**config.mk**
```make
export PLATFORM = sky130hd
export DESIGN_NAME = rdc_ctrl
export DESIGN_NICKNAME = d
export VERILOG_FILES = /design/src/rdc_pkg.sv /design/src/rdc_smp_if.sv /design/src/rdc_fifo.sv /design/src/rdc_avg.sv /design/src/rdc_ctrl.sv
export SDC_FILE = /design/constraint.sdc
export NUM_CORES = 1
export LEC_CHECK = 0
export ABC_CLOCK_PERIOD_IN_PS = 6150
export BUFFER_PORTS_ARGS = -buffer_cell sky130_fd_sc_hd__buf_4
export CORE_MARGIN = 1
export CORE_UTILIZATION = 45
export DETAILED_ROUTE_END_ITERATION = 8
export PLACE_DENSITY_LB_ADDON = 0.2
export SLEW_MARGIN = 20
export SYNTH_ARGS = -nofsm -noshare
export SYNTH_HDL_FRONTEND = slang
export SYNTH_HIERARCHICAL = 1
export SYNTH_SLANG_ARGS = --single-unit
```
**constraint.sdc**
```tcl
create_clock -name sys_clk_i -period 6.15 [get_ports sys_clk_i]
set_input_delay 0 -clock sys_clk_i [delete_from_list [all_inputs] [get_ports sys_clk_i]]
set_output_delay 0 -clock sys_clk_i [all_outputs]
set_load 0.01 [all_outputs]
```
**src/rdc_pkg.sv**
```systemverilog
// Shared constants, types and timing figures for the conversion sequencer.
// Assumes a single 200 MHz system clock and six simultaneously sampled
// channels.
package rdc_pkg;

  // ****************************************************************
  // Sizes
  // ****************************************************************
  localparam int RDC_NCH        = 6;
  localparam int RDC_DW         = 16;
  localparam int RDC_BW         = 8;
  localparam int RDC_CHW        = 3;
  localparam int RDC_OSW        = 3;
  localparam int RDC_OS_MAX     = 6;
  localparam int RDC_SETW       = 7;
  localparam int RDC_ACCW       = 22;
  localparam int RDC_FIFO_DEPTH = 16;
  localparam int RDC_POSW       = 4;
  localparam int RDC_TMRW       = 10;
  localparam int RDC_BUSYCW     = 17;
  localparam int RDC_HALF_OFS   = 3;

  // ****************************************************************
  // Timing
  // ****************************************************************
  localparam int RDC_CLK_NS       = 5;
  localparam int RDC_SET_CONV_NS  = 3000;
  localparam int RDC_SET_CONV_CYC =
    (RDC_SET_CONV_NS + RDC_CLK_NS - 1) / RDC_CLK_NS;

  // ****************************************************************
  // Types and reset values
  // ****************************************************************
  typedef enum logic [2:0] {
    ST_IDLE = 3'h1,
    ST_CONV = 3'h2,
    ST_LOAD = 3'h4
  } rdc_state_t;

  typedef struct packed {
    logic                 cva;
    logic                 cvb;
    logic [RDC_OSW-1:0]   os;
    logic                 cs_b;
    logic                 rd_b;
    logic                 sclk;
    logic                 par_ser;
    logic                 byte_sel;
    logic                 hi_first;
  } rdc_pins_t;

  localparam rdc_pins_t         RDC_PINS_RST = 11'h030;
  localparam logic [RDC_DW-1:0] RDC_RES_RST  = 16'h0000;
  localparam logic [RDC_OSW-1:0] RDC_OS_RST  = 3'h0;

endpackage

```
**src/rdc_smp_if.sv**
```systemverilog
// Sample stream between the input buffer and the averaging filter.
// Assumes both ends run on the system clock.
`timescale 1ns/100ps
interface rdc_smp_if;
  import rdc_pkg::*;
  logic                 vld;
  logic                 rdy;
  logic [RDC_CHW-1:0]   chan;
  logic [RDC_DW-1:0]    data;
  modport src (output vld, output chan, output data, input rdy);
  modport snk (input vld, input chan, input data, output rdy);
endinterface

```
**src/rdc_fifo.sv**
```systemverilog
// Generic synchronous FIFO with valid and ready on both sides.
// Assumes one clock; the ready toward the writer is registered.
`timescale 1ns/100ps
module rdc_fifo #(
  parameter int W = 19,
  parameter int D = 16
) (
  input  wire logic         sys_clk_i,
  input  wire logic         rst_b_i,
  input  wire logic         in_vld_i,
  input  wire logic [W-1:0] in_data_i,
  output logic              in_rdy_o,
  output logic              out_vld_o,
  output logic [W-1:0]      out_data_o,
  input  wire logic         out_rdy_i
);
  localparam int AW = $clog2(D);

  logic [W-1:0]  mem [D];
  logic [AW-1:0] wr_ptr_ff;
  logic [AW-1:0] rd_ptr_ff;
  logic [AW:0]   cnt_ff;
  logic [AW:0]   nxt_cnt;
  logic          in_rdy_ff;
  logic          push;
  logic          pop;

  assign push       = in_vld_i && in_rdy_ff;
  assign pop        = out_vld_o && out_rdy_i;
  assign out_vld_o  = (cnt_ff != '0);
  assign out_data_o = mem[rd_ptr_ff];
  assign in_rdy_o   = in_rdy_ff;
  assign nxt_cnt    = cnt_ff + (AW+1)'(push) - (AW+1)'(pop);

  // ****************************************************************
  // Storage
  // ****************************************************************
  always_ff @(posedge sys_clk_i) begin
    if (push) begin
      mem[wr_ptr_ff] <= in_data_i;
    end
  end

  // ****************************************************************
  // Pointers and fill level
  // ****************************************************************
  always_ff @(posedge sys_clk_i or negedge rst_b_i) begin
    if (!rst_b_i) begin
      wr_ptr_ff <= '0;
      rd_ptr_ff <= '0;
      cnt_ff    <= '0;
      in_rdy_ff <= 1'b0;
    end else begin
      wr_ptr_ff <= wr_ptr_ff + AW'(push);
      rd_ptr_ff <= rd_ptr_ff + AW'(pop);
      cnt_ff    <= nxt_cnt;
      in_rdy_ff <= (nxt_cnt != (AW+1)'(D));
    end
  end

endmodule

```
**src/rdc_avg.sv**
```systemverilog
// Per-channel averaging filter over a power-of-two number of sample sets.
// Assumes the ratio input stays constant between start pulses.
`timescale 1ns/100ps
module rdc_avg
  import rdc_pkg::*;
(
  input  wire logic               sys_clk_i,
  input  wire logic               rst_b_i,
  input  wire logic               start_i,
  input  wire logic [RDC_OSW-1:0] ratio_i,
  rdc_smp_if.snk                  smp,
  output logic                    res_vld_o,
  output logic [RDC_CHW-1:0]      res_chan_o,
  output logic [RDC_DW-1:0]       res_data_o
);
  logic [RDC_ACCW-1:0] acc_ff [RDC_NCH];
  logic [RDC_SETW-1:0] cnt_ff [RDC_NCH];
  logic                phase_ff;
  logic                take;
  logic                chan_ok;
  logic                is_last;
  logic [RDC_SETW-1:0] sets_m1;
  logic [RDC_ACCW-1:0] base;
  logic [RDC_ACCW-1:0] sum;
  logic [RDC_ACCW-1:0] avg;

  // ****************************************************************
  // Accumulate and scale
  // ****************************************************************
  assign smp.rdy = !phase_ff;
  assign chan_ok = (smp.chan < RDC_CHW'(RDC_NCH));
  assign take    = smp.vld && !phase_ff && chan_ok;
  assign sets_m1 = RDC_SETW'((1 << ratio_i) - 1);
  assign is_last = chan_ok && (cnt_ff[smp.chan] == sets_m1);
  assign base    = (cnt_ff[smp.chan] == '0) ? '0 : acc_ff[smp.chan];
  assign sum     = base +
    {{(RDC_ACCW-RDC_DW){smp.data[RDC_DW-1]}}, smp.data};
  assign avg     = $signed(sum) >>> ratio_i;

  for (genvar c = 0; c < RDC_NCH; c++) begin : g_ch
    always_ff @(posedge sys_clk_i or negedge rst_b_i) begin
      if (!rst_b_i) begin
        acc_ff[c] <= '0;
        cnt_ff[c] <= '0;
      end else if (start_i) begin
        cnt_ff[c] <= '0;
      end else if (take && smp.chan == RDC_CHW'(c)) begin
        acc_ff[c] <= sum;
        cnt_ff[c] <= is_last ? '0 : cnt_ff[c] + 1'b1;
      end
    end
  end

  // ****************************************************************
  // Result output
  // ****************************************************************
  always_ff @(posedge sys_clk_i or negedge rst_b_i) begin
    if (!rst_b_i) begin
      phase_ff   <= 1'b0;
      res_vld_o  <= 1'b0;
      res_chan_o <= '0;
      res_data_o <= RDC_RES_RST;
    end else begin
      phase_ff   <= take;
      res_vld_o  <= take && is_last;
      res_chan_o <= smp.chan;
      res_data_o <= avg[RDC_DW-1:0];
    end
  end

  AST_PASS_THROUGH: assert property (
    @(posedge sys_clk_i) disable iff (!rst_b_i)
    (take && ratio_i == '0) |=> res_vld_o && res_data_o == $past(smp.data))
    else $error("Unfiltered sample not passed through");

  AST_AVG_WAITS: assert property (
    @(posedge sys_clk_i) disable iff (!rst_b_i)
    (take && ratio_i != '0 && cnt_ff[smp.chan] == '0) |=> !res_vld_o)
    else $error("Average emitted before all sets were summed");

endmodule

```
**src/rdc_ctrl.sv**
```systemverilog
// Conversion sequencer: busy timing, oversampling ratio latch, result
// registers and read-back in parallel, byte and serial modes.
// Assumes the core delivers channel-tagged samples after each set request.
//
// Functional notes
// - Reads while busy never disturb conversion
// - Reads during conversion return previous set
// - Read-back same at every ratio; word, byte or serial per mode
// - Results load one cycle before busy falls
// - Ratio pins latched when busy falls
// - Busy length scales with oversampling ratio
// - Oversampled data averaged before result storage
`timescale 1ns/100ps
module rdc_ctrl
  import rdc_pkg::*;
(
  input  wire logic               sys_clk_i,
  input  wire logic               rst_b_i,
  input  wire logic               conv_start_group_a_i,
  input  wire logic               conv_start_group_b_i,
  input  wire logic [RDC_OSW-1:0] oversample_ratio_pins_i,
  input  wire logic               cs_b_i,
  input  wire logic               rd_b_i,
  input  wire logic               sclk_i,
  input  wire logic               par_ser_sel_i,
  input  wire logic               byte_sel_i,
  input  wire logic               hi_byte_first_i,
  input  wire logic               sample_vld_i,
  input  wire logic [RDC_CHW-1:0] sample_chan_i,
  input  wire logic [RDC_DW-1:0]  sample_data_i,
  output logic                    sample_rdy_o,
  output logic                    sample_req_o,
  output logic                    busy_o,
  output logic [RDC_DW-1:0]       data_o,
  output logic                    data_oe_o,
  output logic                    first_data_o,
  output logic                    first_data_oe_o,
  output logic                    dout_a_o,
  output logic                    dout_b_o,
  output logic                    dout_oe_o
);
  rdc_pins_t                     pins_raw;
  rdc_pins_t                     pin_meta_ff;
  rdc_pins_t                     pin_sync_ff;
  rdc_pins_t                     pin_prev_ff;
  rdc_state_t                    state_ff;
  logic [RDC_OSW-1:0]            ratio_ff;
  logic [RDC_OSW-1:0]            os_sel;
  logic [RDC_TMRW-1:0]           tmr_ff;
  logic [RDC_SETW-1:0]           sets_left_ff;
  logic [RDC_CHW-1:0]            res_cnt_ff;
  logic [RDC_NCH-1:0][RDC_DW-1:0] conv_res_ff;
  logic [RDC_NCH-1:0][RDC_DW-1:0] out_res_ff;
  logic [RDC_POSW-1:0]           rd_pos_ff;
  logic [RDC_POSW-1:0]           ser_bit_ff;
  logic [RDC_CHW-1:0]            ser_ch_ff;
  logic [RDC_BUSYCW-1:0]         busy_cnt_ff;
  logic                          start;
  logic                          conv_done;
  logic                          rd_fall;
  logic                          sclk_fall;
  logic                          cs_rise;
  logic                          mode_ser;
  logic                          mode_byte;
  logic                          rd_last;
  logic [RDC_CHW-1:0]            rd_ch;
  logic [RDC_CHW-1:0]            ser_ch_b;
  logic [RDC_DW-1:0]             rd_word;
  logic                          fifo_vld;
  logic [RDC_CHW+RDC_DW-1:0]     fifo_q;
  logic                          res_vld;
  logic [RDC_CHW-1:0]            res_chan;
  logic [RDC_DW-1:0]             res_data;

  rdc_smp_if smp_if ();

  // ****************************************************************
  // Pin synchronisers
  // ****************************************************************
  assign pins_raw = {conv_start_group_a_i, conv_start_group_b_i,
                     oversample_ratio_pins_i, cs_b_i, rd_b_i, sclk_i,
                     par_ser_sel_i, byte_sel_i, hi_byte_first_i};

  always_ff @(posedge sys_clk_i or negedge rst_b_i) begin
    if (!rst_b_i) begin
      pin_meta_ff <= RDC_PINS_RST;
      pin_sync_ff <= RDC_PINS_RST;
      pin_prev_ff <= RDC_PINS_RST;
    end else begin
      pin_meta_ff <= pins_raw;
      pin_sync_ff <= pin_meta_ff;
      pin_prev_ff <= pin_sync_ff;
    end
  end

  assign start     = pin_sync_ff.cva && pin_sync_ff.cvb &&
                     !(pin_prev_ff.cva && pin_prev_ff.cvb);
  assign os_sel    = (pin_sync_ff.os > RDC_OSW'(RDC_OS_MAX)) ?
                     RDC_OSW'(RDC_OS_MAX) : pin_sync_ff.os;
  assign mode_ser  = pin_sync_ff.par_ser && !pin_sync_ff.byte_sel;
  assign mode_byte = pin_sync_ff.par_ser && pin_sync_ff.byte_sel;
  assign cs_rise   = !pin_prev_ff.cs_b && pin_sync_ff.cs_b;
  assign rd_fall   = pin_prev_ff.rd_b && !pin_sync_ff.rd_b &&
                     !pin_sync_ff.cs_b && !mode_ser;
  assign sclk_fall = pin_prev_ff.sclk && !pin_sync_ff.sclk &&
                     !pin_sync_ff.cs_b && mode_ser;

  // ****************************************************************
  // Conversion sequence
  // ****************************************************************
  assign conv_done = (tmr_ff == '0) && (sets_left_ff == '0) &&
                     (res_cnt_ff == RDC_CHW'(RDC_NCH));

  always_ff @(posedge sys_clk_i or negedge rst_b_i) begin
    if (!rst_b_i) begin
      state_ff <= ST_IDLE;
    end else begin
      unique case (state_ff)
        ST_IDLE: begin
          if (start) begin
            state_ff <= ST_CONV;
          end
        end
        ST_CONV: begin
          if (conv_done) begin
            state_ff <= ST_LOAD;
          end
        end
        ST_LOAD: begin
          state_ff <= ST_IDLE;
        end
        default: begin
          state_ff <= ST_IDLE;
        end
      endcase
    end
  end

  always_ff @(posedge sys_clk_i or negedge rst_b_i) begin
    if (!rst_b_i) begin
      busy_o   <= 1'b0;
      ratio_ff <= RDC_OS_RST;
    end else if (state_ff == ST_IDLE && start) begin
      busy_o   <= 1'b1;
    end else if (state_ff == ST_LOAD) begin
      busy_o   <= 1'b0;
      ratio_ff <= os_sel;
    end
  end

  always_ff @(posedge sys_clk_i or negedge rst_b_i) begin
    if (!rst_b_i) begin
      tmr_ff       <= '0;
      sets_left_ff <= '0;
      sample_req_o <= 1'b0;
    end else if (state_ff == ST_IDLE && start) begin
      tmr_ff       <= RDC_TMRW'(RDC_SET_CONV_CYC - 1);
      sets_left_ff <= RDC_SETW'((1 << ratio_ff) - 1);
      sample_req_o <= 1'b1;
    end else if (state_ff == ST_CONV && tmr_ff != '0) begin
      tmr_ff       <= tmr_ff - 1'b1;
      sample_req_o <= 1'b0;
    end else if (state_ff == ST_CONV && sets_left_ff != '0) begin
      tmr_ff       <= RDC_TMRW'(RDC_SET_CONV_CYC - 1);
      sets_left_ff <= sets_left_ff - 1'b1;
      sample_req_o <= 1'b1;
    end else begin
      sample_req_o <= 1'b0;
    end
  end

  // ****************************************************************
  // Sample buffer and averaging filter
  // ****************************************************************
  rdc_fifo #(
    .W (RDC_CHW + RDC_DW),
    .D (RDC_FIFO_DEPTH)
  ) u_fifo (
    .sys_clk_i  (sys_clk_i),
    .rst_b_i    (rst_b_i),
    .in_vld_i   (sample_vld_i),
    .in_data_i  ({sample_chan_i, sample_data_i}),
    .in_rdy_o   (sample_rdy_o),
    .out_vld_o  (fifo_vld),
    .out_data_o (fifo_q),
    .out_rdy_i  (smp_if.rdy)
  );

  assign smp_if.vld  = fifo_vld;
  assign smp_if.chan = fifo_q[RDC_CHW+RDC_DW-1:RDC_DW];
  assign smp_if.data = fifo_q[RDC_DW-1:0];

  rdc_avg u_avg (
    .sys_clk_i  (sys_clk_i),
    .rst_b_i    (rst_b_i),
    .start_i    (state_ff == ST_IDLE && start),
    .ratio_i    (ratio_ff),
    .smp        (smp_if),
    .res_vld_o  (res_vld),
    .res_chan_o (res_chan),
    .res_data_o (res_data)
  );

  // ****************************************************************
  // Result staging and output registers
  // ****************************************************************
  always_ff @(posedge sys_clk_i or negedge rst_b_i) begin
    if (!rst_b_i) begin
      res_cnt_ff  <= '0;
      conv_res_ff <= {RDC_NCH{RDC_RES_RST}};
    end else if (state_ff == ST_IDLE && start) begin
      res_cnt_ff  <= '0;
    end else if (res_vld && res_chan < RDC_CHW'(RDC_NCH)) begin
      conv_res_ff[res_chan] <= res_data;
      res_cnt_ff  <= res_cnt_ff + 1'b1;
    end
  end

  always_ff @(posedge sys_clk_i or negedge rst_b_i) begin
    if (!rst_b_i) begin
      out_res_ff <= {RDC_NCH{RDC_RES_RST}};
    end else if (state_ff == ST_CONV && conv_done) begin
      out_res_ff <= conv_res_ff;
    end
  end

  // ****************************************************************
  // Parallel and byte read-back
  // ****************************************************************
  assign rd_ch   = mode_byte ? RDC_CHW'(rd_pos_ff >> 1) :
                   RDC_CHW'(rd_pos_ff);
  assign rd_last = mode_byte ?
                   (rd_pos_ff == RDC_POSW'(2 * RDC_NCH - 1)) :
                   (rd_pos_ff == RDC_POSW'(RDC_NCH - 1));
  assign rd_word = out_res_ff[rd_ch];

  always_ff @(posedge sys_clk_i or negedge rst_b_i) begin
    if (!rst_b_i) begin
      rd_pos_ff <= '0;
    end else if (state_ff == ST_LOAD) begin
      rd_pos_ff <= '0;
    end else if (rd_fall) begin
      rd_pos_ff <= rd_last ? '0 : rd_pos_ff + 1'b1;
    end
  end

  always_ff @(posedge sys_clk_i or negedge rst_b_i) begin
    if (!rst_b_i) begin
      data_o <= RDC_RES_RST;
    end else if (rd_fall && mode_byte) begin
      data_o <= {{(RDC_DW-RDC_BW){1'b0}},
                 (rd_pos_ff[0] ^ pin_sync_ff.hi_first) ?
                 rd_word[RDC_DW-1:RDC_BW] : rd_word[RDC_BW-1:0]};
    end else if (rd_fall) begin
      data_o <= rd_word;
    end
  end

  // ****************************************************************
  // Serial read-back
  // ****************************************************************
  assign ser_ch_b = (ser_ch_ff < RDC_CHW'(RDC_HALF_OFS)) ?
                    ser_ch_ff + RDC_CHW'(RDC_HALF_OFS) :
                    ser_ch_ff - RDC_CHW'(RDC_HALF_OFS);

  always_ff @(posedge sys_clk_i or negedge rst_b_i) begin
    if (!rst_b_i) begin
      ser_bit_ff <= '0;
      ser_ch_ff  <= '0;
    end else if (state_ff == ST_LOAD) begin
      ser_bit_ff <= '0;
      ser_ch_ff  <= '0;
    end else if (sclk_fall) begin
      ser_bit_ff <= ser_bit_ff + 1'b1;
      if (ser_bit_ff == '1) begin
        ser_ch_ff <= (ser_ch_ff == RDC_CHW'(RDC_NCH - 1)) ?
                     '0 : ser_ch_ff + 1'b1;
      end
    end
  end

  always_ff @(posedge sys_clk_i or negedge rst_b_i) begin
    if (!rst_b_i) begin
      dout_a_o <= 1'b0;
      dout_b_o <= 1'b0;
    end else begin
      dout_a_o <= out_res_ff[ser_ch_ff][~ser_bit_ff];
      dout_b_o <= out_res_ff[ser_ch_b][~ser_bit_ff];
    end
  end

  // ****************************************************************
  // Output enables and first-channel flag
  // ****************************************************************
  always_ff @(posedge sys_clk_i or negedge rst_b_i) begin
    if (!rst_b_i) begin
      data_oe_o       <= 1'b0;
      dout_oe_o       <= 1'b0;
      first_data_oe_o <= 1'b0;
    end else begin
      data_oe_o       <= !pin_sync_ff.cs_b && !mode_ser;
      dout_oe_o       <= !pin_sync_ff.cs_b && mode_ser;
      first_data_oe_o <= !pin_sync_ff.cs_b;
    end
  end

  always_ff @(posedge sys_clk_i or negedge rst_b_i) begin
    if (!rst_b_i) begin
      first_data_o <= 1'b0;
    end else if (mode_ser) begin
      first_data_o <= !pin_sync_ff.cs_b && (ser_ch_ff == '0);
    end else if (rd_fall) begin
      first_data_o <= (rd_ch == '0);
    end else if (cs_rise) begin
      first_data_o <= 1'b0;
    end
  end

  // ****************************************************************
  // Checks
  // ****************************************************************
  always_ff @(posedge sys_clk_i or negedge rst_b_i) begin
    if (!rst_b_i) begin
      busy_cnt_ff <= '0;
    end else if (busy_o) begin
      busy_cnt_ff <= busy_cnt_ff + 1'b1;
    end else begin
      busy_cnt_ff <= '0;
    end
  end

  AST_READ_NO_DISTURB: assert property (
    @(posedge sys_clk_i) disable iff (!rst_b_i)
    (state_ff == ST_CONV && rd_fall && tmr_ff != '0)
    |=> busy_o && tmr_ff == $past(tmr_ff) - 1'b1)
    else $error("Read disturbed the running conversion");

  AST_OLD_SET_HELD: assert property (
    @(posedge sys_clk_i) disable iff (!rst_b_i)
    (state_ff == ST_CONV) |-> $stable(out_res_ff))
    else $error("Output results changed during conversion");

  AST_PAR_WORD: assert property (
    @(posedge sys_clk_i) disable iff (!rst_b_i)
    (rd_fall && !pin_sync_ff.par_ser) |=> data_o == $past(rd_word))
    else $error("Parallel read returned the wrong word");

  AST_LOAD_BEFORE_FALL: assert property (
    @(posedge sys_clk_i) disable iff (!rst_b_i)
    $changed(out_res_ff) |-> busy_o ##1 !busy_o)
    else $error("Results not loaded one cycle before busy fell");

  AST_RATIO_LATCH: assert property (
    @(posedge sys_clk_i) disable iff (!rst_b_i)
    $fell(busy_o) |-> ratio_ff == $past(os_sel))
    else $error("Ratio not taken at busy falling edge");

  AST_BUSY_LEN: assert property (
    @(posedge sys_clk_i) disable iff (!rst_b_i)
    $fell(busy_o)
    |-> busy_cnt_ff > (RDC_SET_CONV_CYC << $past(ratio_ff)))
    else $error("Busy shorter than the ratio demands");

  AST_START_BUSY: assert property (
    @(posedge sys_clk_i) disable iff (!rst_b_i)
    (state_ff == ST_IDLE && start) |=> busy_o && sample_req_o)
    else $error("Start did not raise busy and request a set");

  AST_RATIO_HOLD: assert property (
    @(posedge sys_clk_i) disable iff (!rst_b_i)
    (busy_o && $past(busy_o)) |-> $stable(ratio_ff))
    else $error("Ratio changed while busy");

endmodule

```
==> results of run 1 <==
-- worst register-to-register path: cells and delay by family (launching register included) --
| kind | cells | cell delay, ps |
|---|---|---|
| xor gates and xnor gates | 1 | 170 |
| buffers and inverters | 2 | 350 |
| adders and majority gates | 1 | 420 |
| DFF | 1 | 460 |
| muxes | 4 | 1620 |
| AOI/OAI and AO/OA | 6 | 1030 |
| and+or+nand+nor | 6 | 1790 |
-- routing by layer --
layer  track usage, %  vias to the layer above
met5                0                        -
met4            7.895                        4
met3            3.614                      163
met2            36.49                      554
met1            29.76                    12080
li1                 -                    10530
-- flip-flops by register name, summed over array words and instances, names as in the netlist, 5 cells and up --
signal and cells:
conv_res_ff 96, data_o 16, out_res_ff 96, pin_meta_ff 11, pin_prev_ff 5, pin_sync_ff 11
sets_left_ff 7, tmr_ff 10, u_avg/acc_ff 132, u_avg/cnt_ff 42, u_avg/res_data_o 16, u_fifo/cnt_ff 5
u_fifo/mem 304
-- stage by stage --
step           utilization (%)  instance area (um^2)
2_1_floorplan                -                 37030
3_3_place_gp             47.90                 38770
3_5_place_dp             47.90                 38770
4_1_cts                  51.99                 42080
5_1_grt                  52.24                 42280
6_report                 52.24                 42280
-- cell usage after synthesis (38+ instances only) --
cell type  instances  area (um^2)
dfrtp_1          482        12060
nor2_1           100        375.4
ha_1              49        613.1
edfxtp_1         304         9129
a211oi_1          54        405.4
inv_1             51        191.4
mux2_2           241         2714
o21ai_0          202         1011
nand2_1          273         1025
nand2b_1          38        237.7
a21oi_1           84        420.4
mux2i_1           83        830.8
clkbuf_1          78        292.8
mux4_2           133         2995
-- cell usage in the layout, fill, tap and decap left out, drive strengths merged, types with 13 or more instances in the layout --
| cell | n |
|---|---|
| clkinv | 23 |
| and2 | 26 |
| xor2 | 19 |
| a22o | 18 |
| nand2 | 273 |
| xnor2 | 27 |
| a21boi | 26 |
| edfxtp | 304 |
| inv | 54 |
| dlygate4sd3 | 43 |
| a21o | 34 |
| a211oi | 56 |
| nand3 | 33 |
| dfrtp | 482 |
| clkbuf | 121 |
| and3 | 16 |
| nand2b | 38 |
| nor2 | 100 |
| mux2 | 242 |
| nor3 | 34 |
| o31ai | 14 |
| a31oi | 13 |
| ha | 49 |
| mux2i | 84 |
| o21ai | 209 |
| buf | 138 |
| a21oi | 84 |
| mux4 | 158 |
-- logic make-up (layout without fill, tap and decap cells) --
kind of cell    after synthesis  in the layout
xor+xnor                     46             46
fa+ha+maj                    51             51
buf+inv                     206            389
other cells                   0              1
simple gates                593            595
mux                         484            484
compound gates              553            553
flops                       793            793
-- what timing repair did --
item	4_1_cts	5_1_grt
resized for setup	0	29
setup endpoints to repair	0	36
hold endpoints to repair	410	0
buffers inserted	0	3
hold buffers	43	0
-- final cells by class --
cell class | count | area share, %
Sequential cell | 793 | 50.57
Multi-Input combinational cell | 1729 | 35.43
Clock buffer | 121 | 5.661
Timing Repair Buffer | 181 | 3.581
Tap cell | 1060 | 3.137
Clock inverter | 35 | 1.157
Inverter | 52 | 0.4616
Antenna cell | 1 | 0.005919
-- power by group --
part / total [mW] / leakage, nW / switching (mW) / internal, mW
sequential: 7.40 / 9.01 / 0.736 / 6.66
combinational: 7.91 / 6.78 / 4.68 / 3.22
clock: 5.19 / 1.39 / 2.18 / 3.01
-- worst max path at each step --
stage | cells after the start | endpoint
after floorplan | 25 | u_avg/res_data_o[15]
after detailed placement | 21 | u_avg/res_data_o[9]
after global routing | 20 | u_avg/res_data_o[3]
after global placement | 22 | u_avg/res_data_o[14]
after CTS | 21 | u_avg/res_data_o[9]
final | 20 | u_avg/res_data_o[12]
==> results.py, run 1 <==
metrics = {
    "sta": {
        "finClkSkew_ps": 67.16,
        "period_share_pct": 96.87,
        "worst_slack_ps": 192.7,
        "tns_ps": 0,
        "worstMarginPinSlew_ps": 1038,
        "fmax_mhz": 167.9,
        "period_needed_ps": 5957,
        "holdWs_ps": -24.80,
        "max-slew-margin-rel_pct": 30.61,
        "final-hold-violation-count": 6,
        "rsz0062_at_grt": "true",
        "setup_viol": 0,
        "maxSlewViolCount": 0,
    },
    "placement": {
        "place_ws_ps": 181.0,
        "dpl.cell_count": 3766,
        "hpwlAfterDp_mm": 57.95,
        "portBuffers": 57,
        "gp_congestion": 0.8822,
    },
    "detailed_routing": {
        "routed_wl_mm": 91.36,
        "vias": 23340,
        "dr_wl_met3_mm": 4.052,
        "dr.pass1.iters": 7,
        "ant_nets": 0,
        "drt_iter0_drc": 1685,
        "top_layer": "met5",
        "wl_met2_mm": 44.42,
        "drc": 0,
        "wirelength_met1_mm": 40.10,
        "vias_per_cell": 5.875,
        "routedWlPerCell_um": 23.00,
    },
    "cells_and_area": {
        "area_growth_pct": 14.17,
        "final.fill_count": 6783,
        "multi_input_area_mm2": 0.01498,
        "regArea_mm2": 0.02138,
        "final_nets": 2927,
        "drive_above_1_share_pct": 24.97,
        "fin_cells": 3972,
    },
    "setup_path": {
        "cpMostUsedCell": "mux4_2",
        "cp_data_required_time_ps": 6700,
        "crit_buf_inv": 2,
        "cp_slowest_cell": "or4_4",
        "worstSetupPathType": "flip-flop to flip-flop",
        "crit_path_max_incr_delay_ps": 620,
        "startpoint_type": "flip-flop",
        "r2r_end": "u_avg/res_data_o[12]",
        "worstPathCellList": "mux4_2 -> and2_1 -> a211oi_2 -> a21oi_4 -> mux4_2 -> a22oi_4 -> nand4b_1 -> or4_4 -> a21boi_0 -> ha_2 -> nand3_1 -> nor2_2 -> nor4b_1 -> buf_4 -> o21a_1 -> a211oi_1 -> xor2_1 -> buf_4 -> mux4_2 -> mux2i_1",
        "crit_path_end_kind": "flip-flop",
        "crit_start": "u_fifo/rd_ptr_ff[0]",
        "r2r_slack_ps": 190,
        "arrival_ps": 6500,
        "cp_top_family": "simple AND/OR/NAND/NOR gates",
        "timing.rr.start": "u_fifo/rd_ptr_ff[0]",
        "ff2ff_path_depth": 20,
        "crit_fanout": 7,
    },
    "logic_synthesis": {
        "yosys.area_share.simple_pct": 7.619,
        "synth_edf_count": 304,
        "async_flop_share_pct": 61.66,
        "syn_area_mm2": 0.03703,
        "netlist_instances": 2726,
        "synth_top_family_by_area": "multiplexers",
        "synthesis.nets": 2810,
        "synthMuxAreaShare_pct": 19.51,
        "yosysSeqAreaShare_pct": 57.72,
        "synth_compound_area_share_pct": 9.619,
        "ys.flop_type": "dfrtp_1",
        "yosys.cell_types.count": 94,
        "synth_area_per_cell_um2": 13.58,
        "ys_warn_count": 6,
        "yosys_register_bits": 793,
        "synth_xor_area_share_pct": 1.088,
        "synthAdderAreaFrac_pct": 1.764,
    },
    "clock_network": {
        "clkSinkCount": 793,
        "clk_latency_ps": 690,
        "h-tree-depth": 3,
        "cts_tree": "built",
        "cts_inserted_buffers": 86,
        "clk_pin_slew_ps": 60,
        "clockBufferDepth": 3,
        "clockRootBuffer": "clkbuf_16",
    },
    "global_routing": {
        "grt_max_degree": 168,
        "first_global_vias": 24490,
        "antenna_found_initial": 3,
        "grt_pass1_wl_mm": 142.6,
        "grt_overflow_total": 0,
        "grt_usage_pct": 22.16,
    },
    "floorplan": {
        "die-area_mm2": 0.08344,
        "core-area_mm2": 0.08094,
        "die_h_um": 288.9,
        "chipWidth_um": 288.9,
        "io_pins": 58,
        "start_util_pct": 45.75,
        "rows": 104,
    },
    "flow_run": {
        "drv_cap": 0,
    },
    "power_and_ir_drop": {
        "powerDensity_mw_per_mm2": 484.8,
        "power_mw": 20.50,
        "leakagePower_nw": 17.18,
        "max-vdd-ir-drop_v": 0.0003056,
    },
    "min_path": {
        "min_path_type": "input port to asynchronous set/reset pin",
    },
    "outcome": {
        "violations": "hold timing",
        "status": "finished with violations",
    },
}
(Power assumes the default switching activity.)
==> run 2: changes to the inputs <==
--- a/config.mk
+++ b/config.mk
@@ -5,7 +5,7 @@
 export SDC_FILE = /design/constraint.sdc
 export NUM_CORES = 1
 export LEC_CHECK = 0
-export ABC_CLOCK_PERIOD_IN_PS = 6150
+export ABC_CLOCK_PERIOD_IN_PS = 7500
 export BUFFER_PORTS_ARGS = -buffer_cell sky130_fd_sc_hd__buf_4
 export CORE_MARGIN = 1
 export CORE_UTILIZATION = 45
==> constraint.sdc (replaced) <==
create_clock -name sys_clk_i -period 7.5 [get_ports sys_clk_i]
set_input_delay 0 -clock sys_clk_i [delete_from_list [all_inputs] [get_ports sys_clk_i]]
set_output_delay 0 -clock sys_clk_i [all_outputs]
set_load 0.01 [all_outputs]
==> results.py, run 2 (synthesis results as in run 1) <==
metrics = {
    "detailed_routing": {
        "drt_iter0_drc": 1833,
        "vias": 23330,
        "ant_nets": 0,
        "drc": 0,
        "routedWlPerCell_um": 23.15,
        "routed_wl_mm": 91.52,
        "dr.pass1.iters": 5,
        "vias_per_cell": 5.899,
    },
    "setup_path": {
        "worstPathCellList": "inv_1 -> and2_1 -> a211oi_1 -> a21oi_4 -> buf_4 -> mux2_2 -> a22oi_2 -> nand4b_1 -> or4_4 -> a21boi_0 -> ha_1 -> o21ai_0 -> o21a_1 -> nor4b_1 -> o21a_1 -> a211oi_1 -> xor2_1 -> a221oi_1 -> a32o_1",
        "startpoint_type": "flip-flop",
        "crit_fanout": 27,
        "cp_slowest_cell": "nor4b_1",
        "worstSetupPathType": "flip-flop to flip-flop",
        "crit_path_end_kind": "flip-flop",
        "crit_buf_inv": 2,
        "crit_path_max_incr_delay_ps": 720,
        "cp_top_family": "compound AO/OA/AOI/OAI gates",
        "cp_data_required_time_ps": 8030,
        "arrival_ps": 7400,
    },
    "global_routing": {
        "grt.busiest_layer": "met2",
        "grt_use_met2_pct": 36.33,
        "grt_max_degree": 156,
        "grt_usage_pct": 22.33,
        "antenna_found_initial": 2,
        "use_met1_pct": 30.46,
        "first_global_vias": 23780,
        "grt_pass1_wl_mm": 142.0,
        "grt_use_met3_pct": 3.795,
        "grt_overflow_total": 0,
    },
    "sta": {
        "setup_viol": 0,
        "maxSlewViolCount": 0,
        "fmax_mhz": 145.4,
        "tns_ps": 0,
        "finClkSkew_ps": 27.85,
        "max-slew-margin-rel_pct": 27.52,
        "period_needed_ps": 6878,
        "rsz0062_at_grt": "false",
        "period_share_pct": 91.71,
        "worst_slack_ps": 621.9,
        "worstMarginPinSlew_ps": 1086,
        "final-hold-violation-count": 0,
    },
    "cells_and_area": {
        "final_common_cell": "dfrtp_1",
        "largest_reg_flops": 304,
        "final_nets": 2905,
        "layout_common_cells": "478 x dfrtp_1, 304 x edfxtp_1, 273 x nand2_1",
        "regMostFlops": "u_fifo/mem",
        "final_util_pct": 51.95,
        "final.fill_count": 6829,
        "n_antenna_cell": 0,
        "area_growth_pct": 13.54,
        "reg_top3": "u_fifo/mem: 304 flops, u_avg/acc_ff: 132 flops",
        "drive_above_1_share_pct": 23.74,
    },
    "floorplan": {
        "io_pins": 58,
        "die-area_mm2": 0.08344,
        "rows": 104,
        "die_h_um": 288.9,
        "core-area_mm2": 0.08094,
        "start_util_pct": 45.75,
        "chipWidth_um": 288.9,
    },
    "clock_network": {
        "clockRootBuffer": "clkbuf_16",
        "h-tree-depth": 3,
        "cts_inserted_buffers": 87,
        "clockBufferDepth": 3,
        "clk_latency_ps": 660,
        "clk_pin_slew_ps": 60,
        "clkSinkCount": 793,
        "cts_tree": "built",
    },
    "placement": {
        "portBuffers": 57,
        "gp_congestion": 0.8743,
        "place_ws_ps": 748.1,
        "hpwlAfterDp_mm": 58.14,
    },
    "flow_run": {
        "drv_cap": 0,
    },
    "outcome": {
        "status": "completed",
    },
    "power_and_ir_drop": {
        "powerDensity_mw_per_mm2": 396.7,
        "leakagePower_nw": 17.09,
        "max-vdd-ir-drop_v": 0.0002833,
    },
    "min_path": {
        "min_path_type": "input port to flip-flop",
    },
}
## run 2: changes by cell type in the layout (fill, tap and decap cells not counted), sizes merged
cell / previous run / this run
or4: 4 / 2
clkinv: 23 / 21
clkbuf: 121 / 124
bufinv: 6 / 7
inv: 54 / 58
dlygate4sd3: 43 / 45
diode: 1 / 0
buf: 138 / 115
## run 2: per-layer routing
metal,up-vias,wire (um)
met3,150,4339
met1,12130,40160
met2,553,44260
met4,4,2734
met5,-,28
li1,10490,-
## run 2: repair_timing
| item | in CTS | in global routing |
|---|---|---|
| setup buffers | 0 | 0 |
| hold buffers | 45 | 0 |
| endpoints found under the hold margin | 408 | 0 |
| gates resized for setup | 0 | 0 |
## run 2: power by group
group	total (mW)	switching [mW]	internal [mW]
Clock	4.33	1.76	2.57
Combinational	6.22	3.72	2.50
Sequential	6.13	0.668	5.46
## run 2: path summary, 6_finish.rpt
kind                                startpoint              endpoint  slack (ps)  depth (start not counted)
max                        u_fifo/rd_ptr_ff[2]  u_avg/res_data_o[14]         620                         19
min                          sample_data_i[11]     u_fifo/mem[8][11]         200                          2
max reg2reg                u_fifo/rd_ptr_ff[2]  u_avg/res_data_o[14]         620                         19
min reg2reg                     pin_meta_ff[6]        pin_sync_ff[6]         350                          0
max in group asynchronous              rst_b_i   u_fifo/rd_ptr_ff[0]        4960                          5
min in group asynchronous              rst_b_i           state_ff[2]         510                          3
## run 2: stage by stage
stage,power (mW),cells,hold slack [ps],instance area [um^2]
finish,16.68,3954,198.9,42040
global route,17.67,3954,195.2,42040
CTS,16.84,3953,163.9,42030
detailed placement,12.44,3746,77.02,38650
global placement,12.26,3746,58.68,38640
floorplan,10.35,2726,-295.6,37030
## run 2: final cells by class
| class | count | area, um^2 | area share (%) |
|---|---|---|---|
| clock buffers | 124 | 2487 | 5.916 |
| clock inverters | 38 | 440.4 | 1.048 |
| inverters | 52 | 195.2 | 0.4642 |
| multi-input cells | 1727 | 14860 | 35.35 |
| flip-flops and latches | 793 | 21380 | 50.86 |
| well taps | 1060 | 1326 | 3.154 |
| repair buffers | 160 | 1350 | 3.211 |
==> run 3: changes to the inputs <==
==> constraint.sdc (replaced) <==
create_clock -name sys_clk_i -period 7.5 [get_ports sys_clk_i]
set_input_delay 2.25 -clock sys_clk_i [delete_from_list [all_inputs] [get_ports sys_clk_i]]
set_output_delay 2.25 -clock sys_clk_i [all_outputs]
set_load 0.01 [all_outputs]
==> results.py, run 3 (synthesis results as in run 1) <==
metrics = {
    "sta": {
        "final-hold-violation-count": 0,
        "fmax_mhz": 144.8,
        "finClkSkew_ps": 52.56,
        "period_needed_ps": 6908,
        "tns_ps": 0,
        "setup_viol": 0,
        "worstMarginPinSlew_ps": 1099,
        "max-slew-margin-rel_pct": 26.52,
        "maxSlewViolCount": 0,
        "period_share_pct": 92.11,
        "rsz0062_at_grt": "false",
    },
    "power_and_ir_drop": {
        "leakagePower_nw": 16.86,
        "max-vdd-ir-drop_v": 0.0002269,
        "powerDensity_mw_per_mm2": 398.7,
    },
    "setup_path": {
        "cp_slowest_cell": "dfrtp_2",
        "crit_path_max_incr_delay_ps": 760,
        "crit_path_end_kind": "flip-flop",
        "cp_data_required_time_ps": 8000,
        "cp_top_family": "compound AO/OA/AOI/OAI gates",
        "startpoint_type": "flip-flop",
        "worstSetupPathType": "flip-flop to flip-flop",
        "worstPathCellList": "buf_4 -> mux4_2 -> and2_1 -> a211oi_2 -> a21oi_4 -> mux4_2 -> a22oi_4 -> nand3_2 -> or4_4 -> nand2_1 -> inv_1 -> ha_1 -> a211oi_1 -> o21a_1 -> nor4b_1 -> nor3_1 -> xor2_1 -> mux2i_1 -> o221a_2 -> a32o_1",
        "crit_start": "u_fifo/rd_ptr_ff[1]",
        "arrival_ps": 7410,
        "crit_buf_inv": 2,
        "timing.rr.start": "u_fifo/rd_ptr_ff[1]",
        "cpMostUsedCell": "mux4_2",
        "crit_fanout": 26,
    },
    "placement": {
        "hpwlAfterDp_mm": 58.50,
        "portBuffers": 57,
        "dpl.cell_count": 3750,
        "gp_congestion": 0.9055,
    },
    "detailed_routing": {
        "routedWlPerCell_um": 23.50,
        "vias_per_cell": 5.965,
        "vias": 23330,
        "routed_wl_mm": 91.90,
        "drc": 0,
        "dr.pass1.iters": 5,
        "ant_nets": 0,
        "drt_iter0_drc": 1781,
    },
    "cells_and_area": {
        "final_common_cell": "dfrtp_1",
        "multi_input_area_mm2": 0.01488,
        "area_growth_pct": 12.22,
        "drive_above_1_share_pct": 24.06,
        "fin_cells": 3911,
        "layout_common_cells": "478 x dfrtp_1, 304 x edfxtp_1, 273 x nand2_1",
        "regArea_mm2": 0.02138,
        "final_nets": 2862,
        "largest_reg_flops": 304,
        "regMostFlops": "u_fifo/mem",
        "final.fill_count": 6851,
        "n_antenna_cell": 0,
        "reg_top3": "u_fifo/mem: 304 flops, u_avg/acc_ff: 132 flops",
    },
    "clock_network": {
        "h-tree-depth": 3,
        "clkSinkCount": 793,
        "clk_pin_slew_ps": 60,
        "cts_hold_buf": 0,
        "cts_inserted_buffers": 86,
        "cts_tree": "built",
        "cts_setup_buffers": 0,
        "clockRootBuffer": "clkbuf_16",
        "clockBufferDepth": 3,
        "clk_latency_ps": 660,
    },
    "global_routing": {
        "grt_pass1_wl_mm": 142.7,
        "first_global_vias": 23960,
        "grt_overflow_total": 0,
        "grt_max_degree": 118,
        "grt_usage_pct": 22.37,
        "antenna_found_initial": 2,
    },
    "floorplan": {
        "chipWidth_um": 288.9,
        "die-area_mm2": 0.08344,
        "rows": 104,
        "io_pins": 58,
        "core-area_mm2": 0.08094,
        "start_util_pct": 45.75,
        "die_h_um": 288.9,
    },
    "flow_run": {
        "drv_cap": 0,
    },
    "min_path": {
        "min_path_type": "flip-flop to flip-flop",
        "hp-start": "pin_meta_ff[7]",
    },
    "outcome": {
        "status": "completed",
    },
}
-- run 3: cell types whose count changed in the layout (fill, tap and decap cells not counted), moves of 4 or more --
| cell | delta |
|---|---|
| dlygate4sd3_1 | -45 |
| inv_6 | -4 |
| clkbuf_1 | +4 |
| bufinv_16 | -4 |
| clkinv_16 | +5 |
-- run 3: routing by layer --
metal  vias to the layer above  wire, um  part of all wire (%)  global-route usage, %
li1                      10400         -                     -                      -
met1                     12150     39780                    43                  30.17
met2                       608     44480                    48                  36.75
met3                       168      4458                   4.9                  3.709
met4                         4      3158                   3.4                  7.763
met5                         -        27                 0.029                      0
-- run 3: final cells by class --
cell class | instances | share of cell area (%)
timing repair buffer | 118 | 2.219
clock buffer | 126 | 5.901
tap | 1060 | 3.191
inverter | 52 | 0.4697
sequential | 793 | 51.45
clock inverter | 35 | 0.9544
multi-input combinational | 1727 | 35.82
-- run 3: what timing repair did --
item,in CTS,in global routing
resized for setup,0,1
hold endpoints to repair,0,0
endpoints found under the setup margin,0,1
-- run 3: path summary, 6_finish.rpt --
kind                       slack [ps]              endpoint  cells after the start
hold reg to reg                   350        pin_sync_ff[7]                      0
setup / recovery                  590  u_avg/res_data_o[14]                     20
hold / removal                    350        pin_sync_ff[7]                      0
max in group asynchronous        4430        out_res_ff[70]                      2
setup reg to reg                  590  u_avg/res_data_o[14]                     20
min in group asynchronous        1620       conv_res_ff[43]                      1
-- run 3: report_power, final --
part / switching [mW] / leakage, nW / internal (mW)
logic: 3.78 / 6.47 / 2.49
registers: 0.655 / 9.01 / 5.46
clock network: 1.78 / 1.38 / 2.40
-- run 3: stage by stage --
step	area, um^2	util, %	setup WS, ps	total power, mW	hold WS, ps
6_report	41560	51.35	591.8	16.57	354.2
5_1_grt	41560	51.35	225.3	17.50	362.3
4_1_cts	41530	51.32	489.4	16.68	360.0
3_5_place_dp	38690	47.80	555.6	12.45	335.7
3_3_place_gp	38660	47.77	723.3	12.23	340.0
2_1_floorplan	37030	-	1582	10.35	331.2
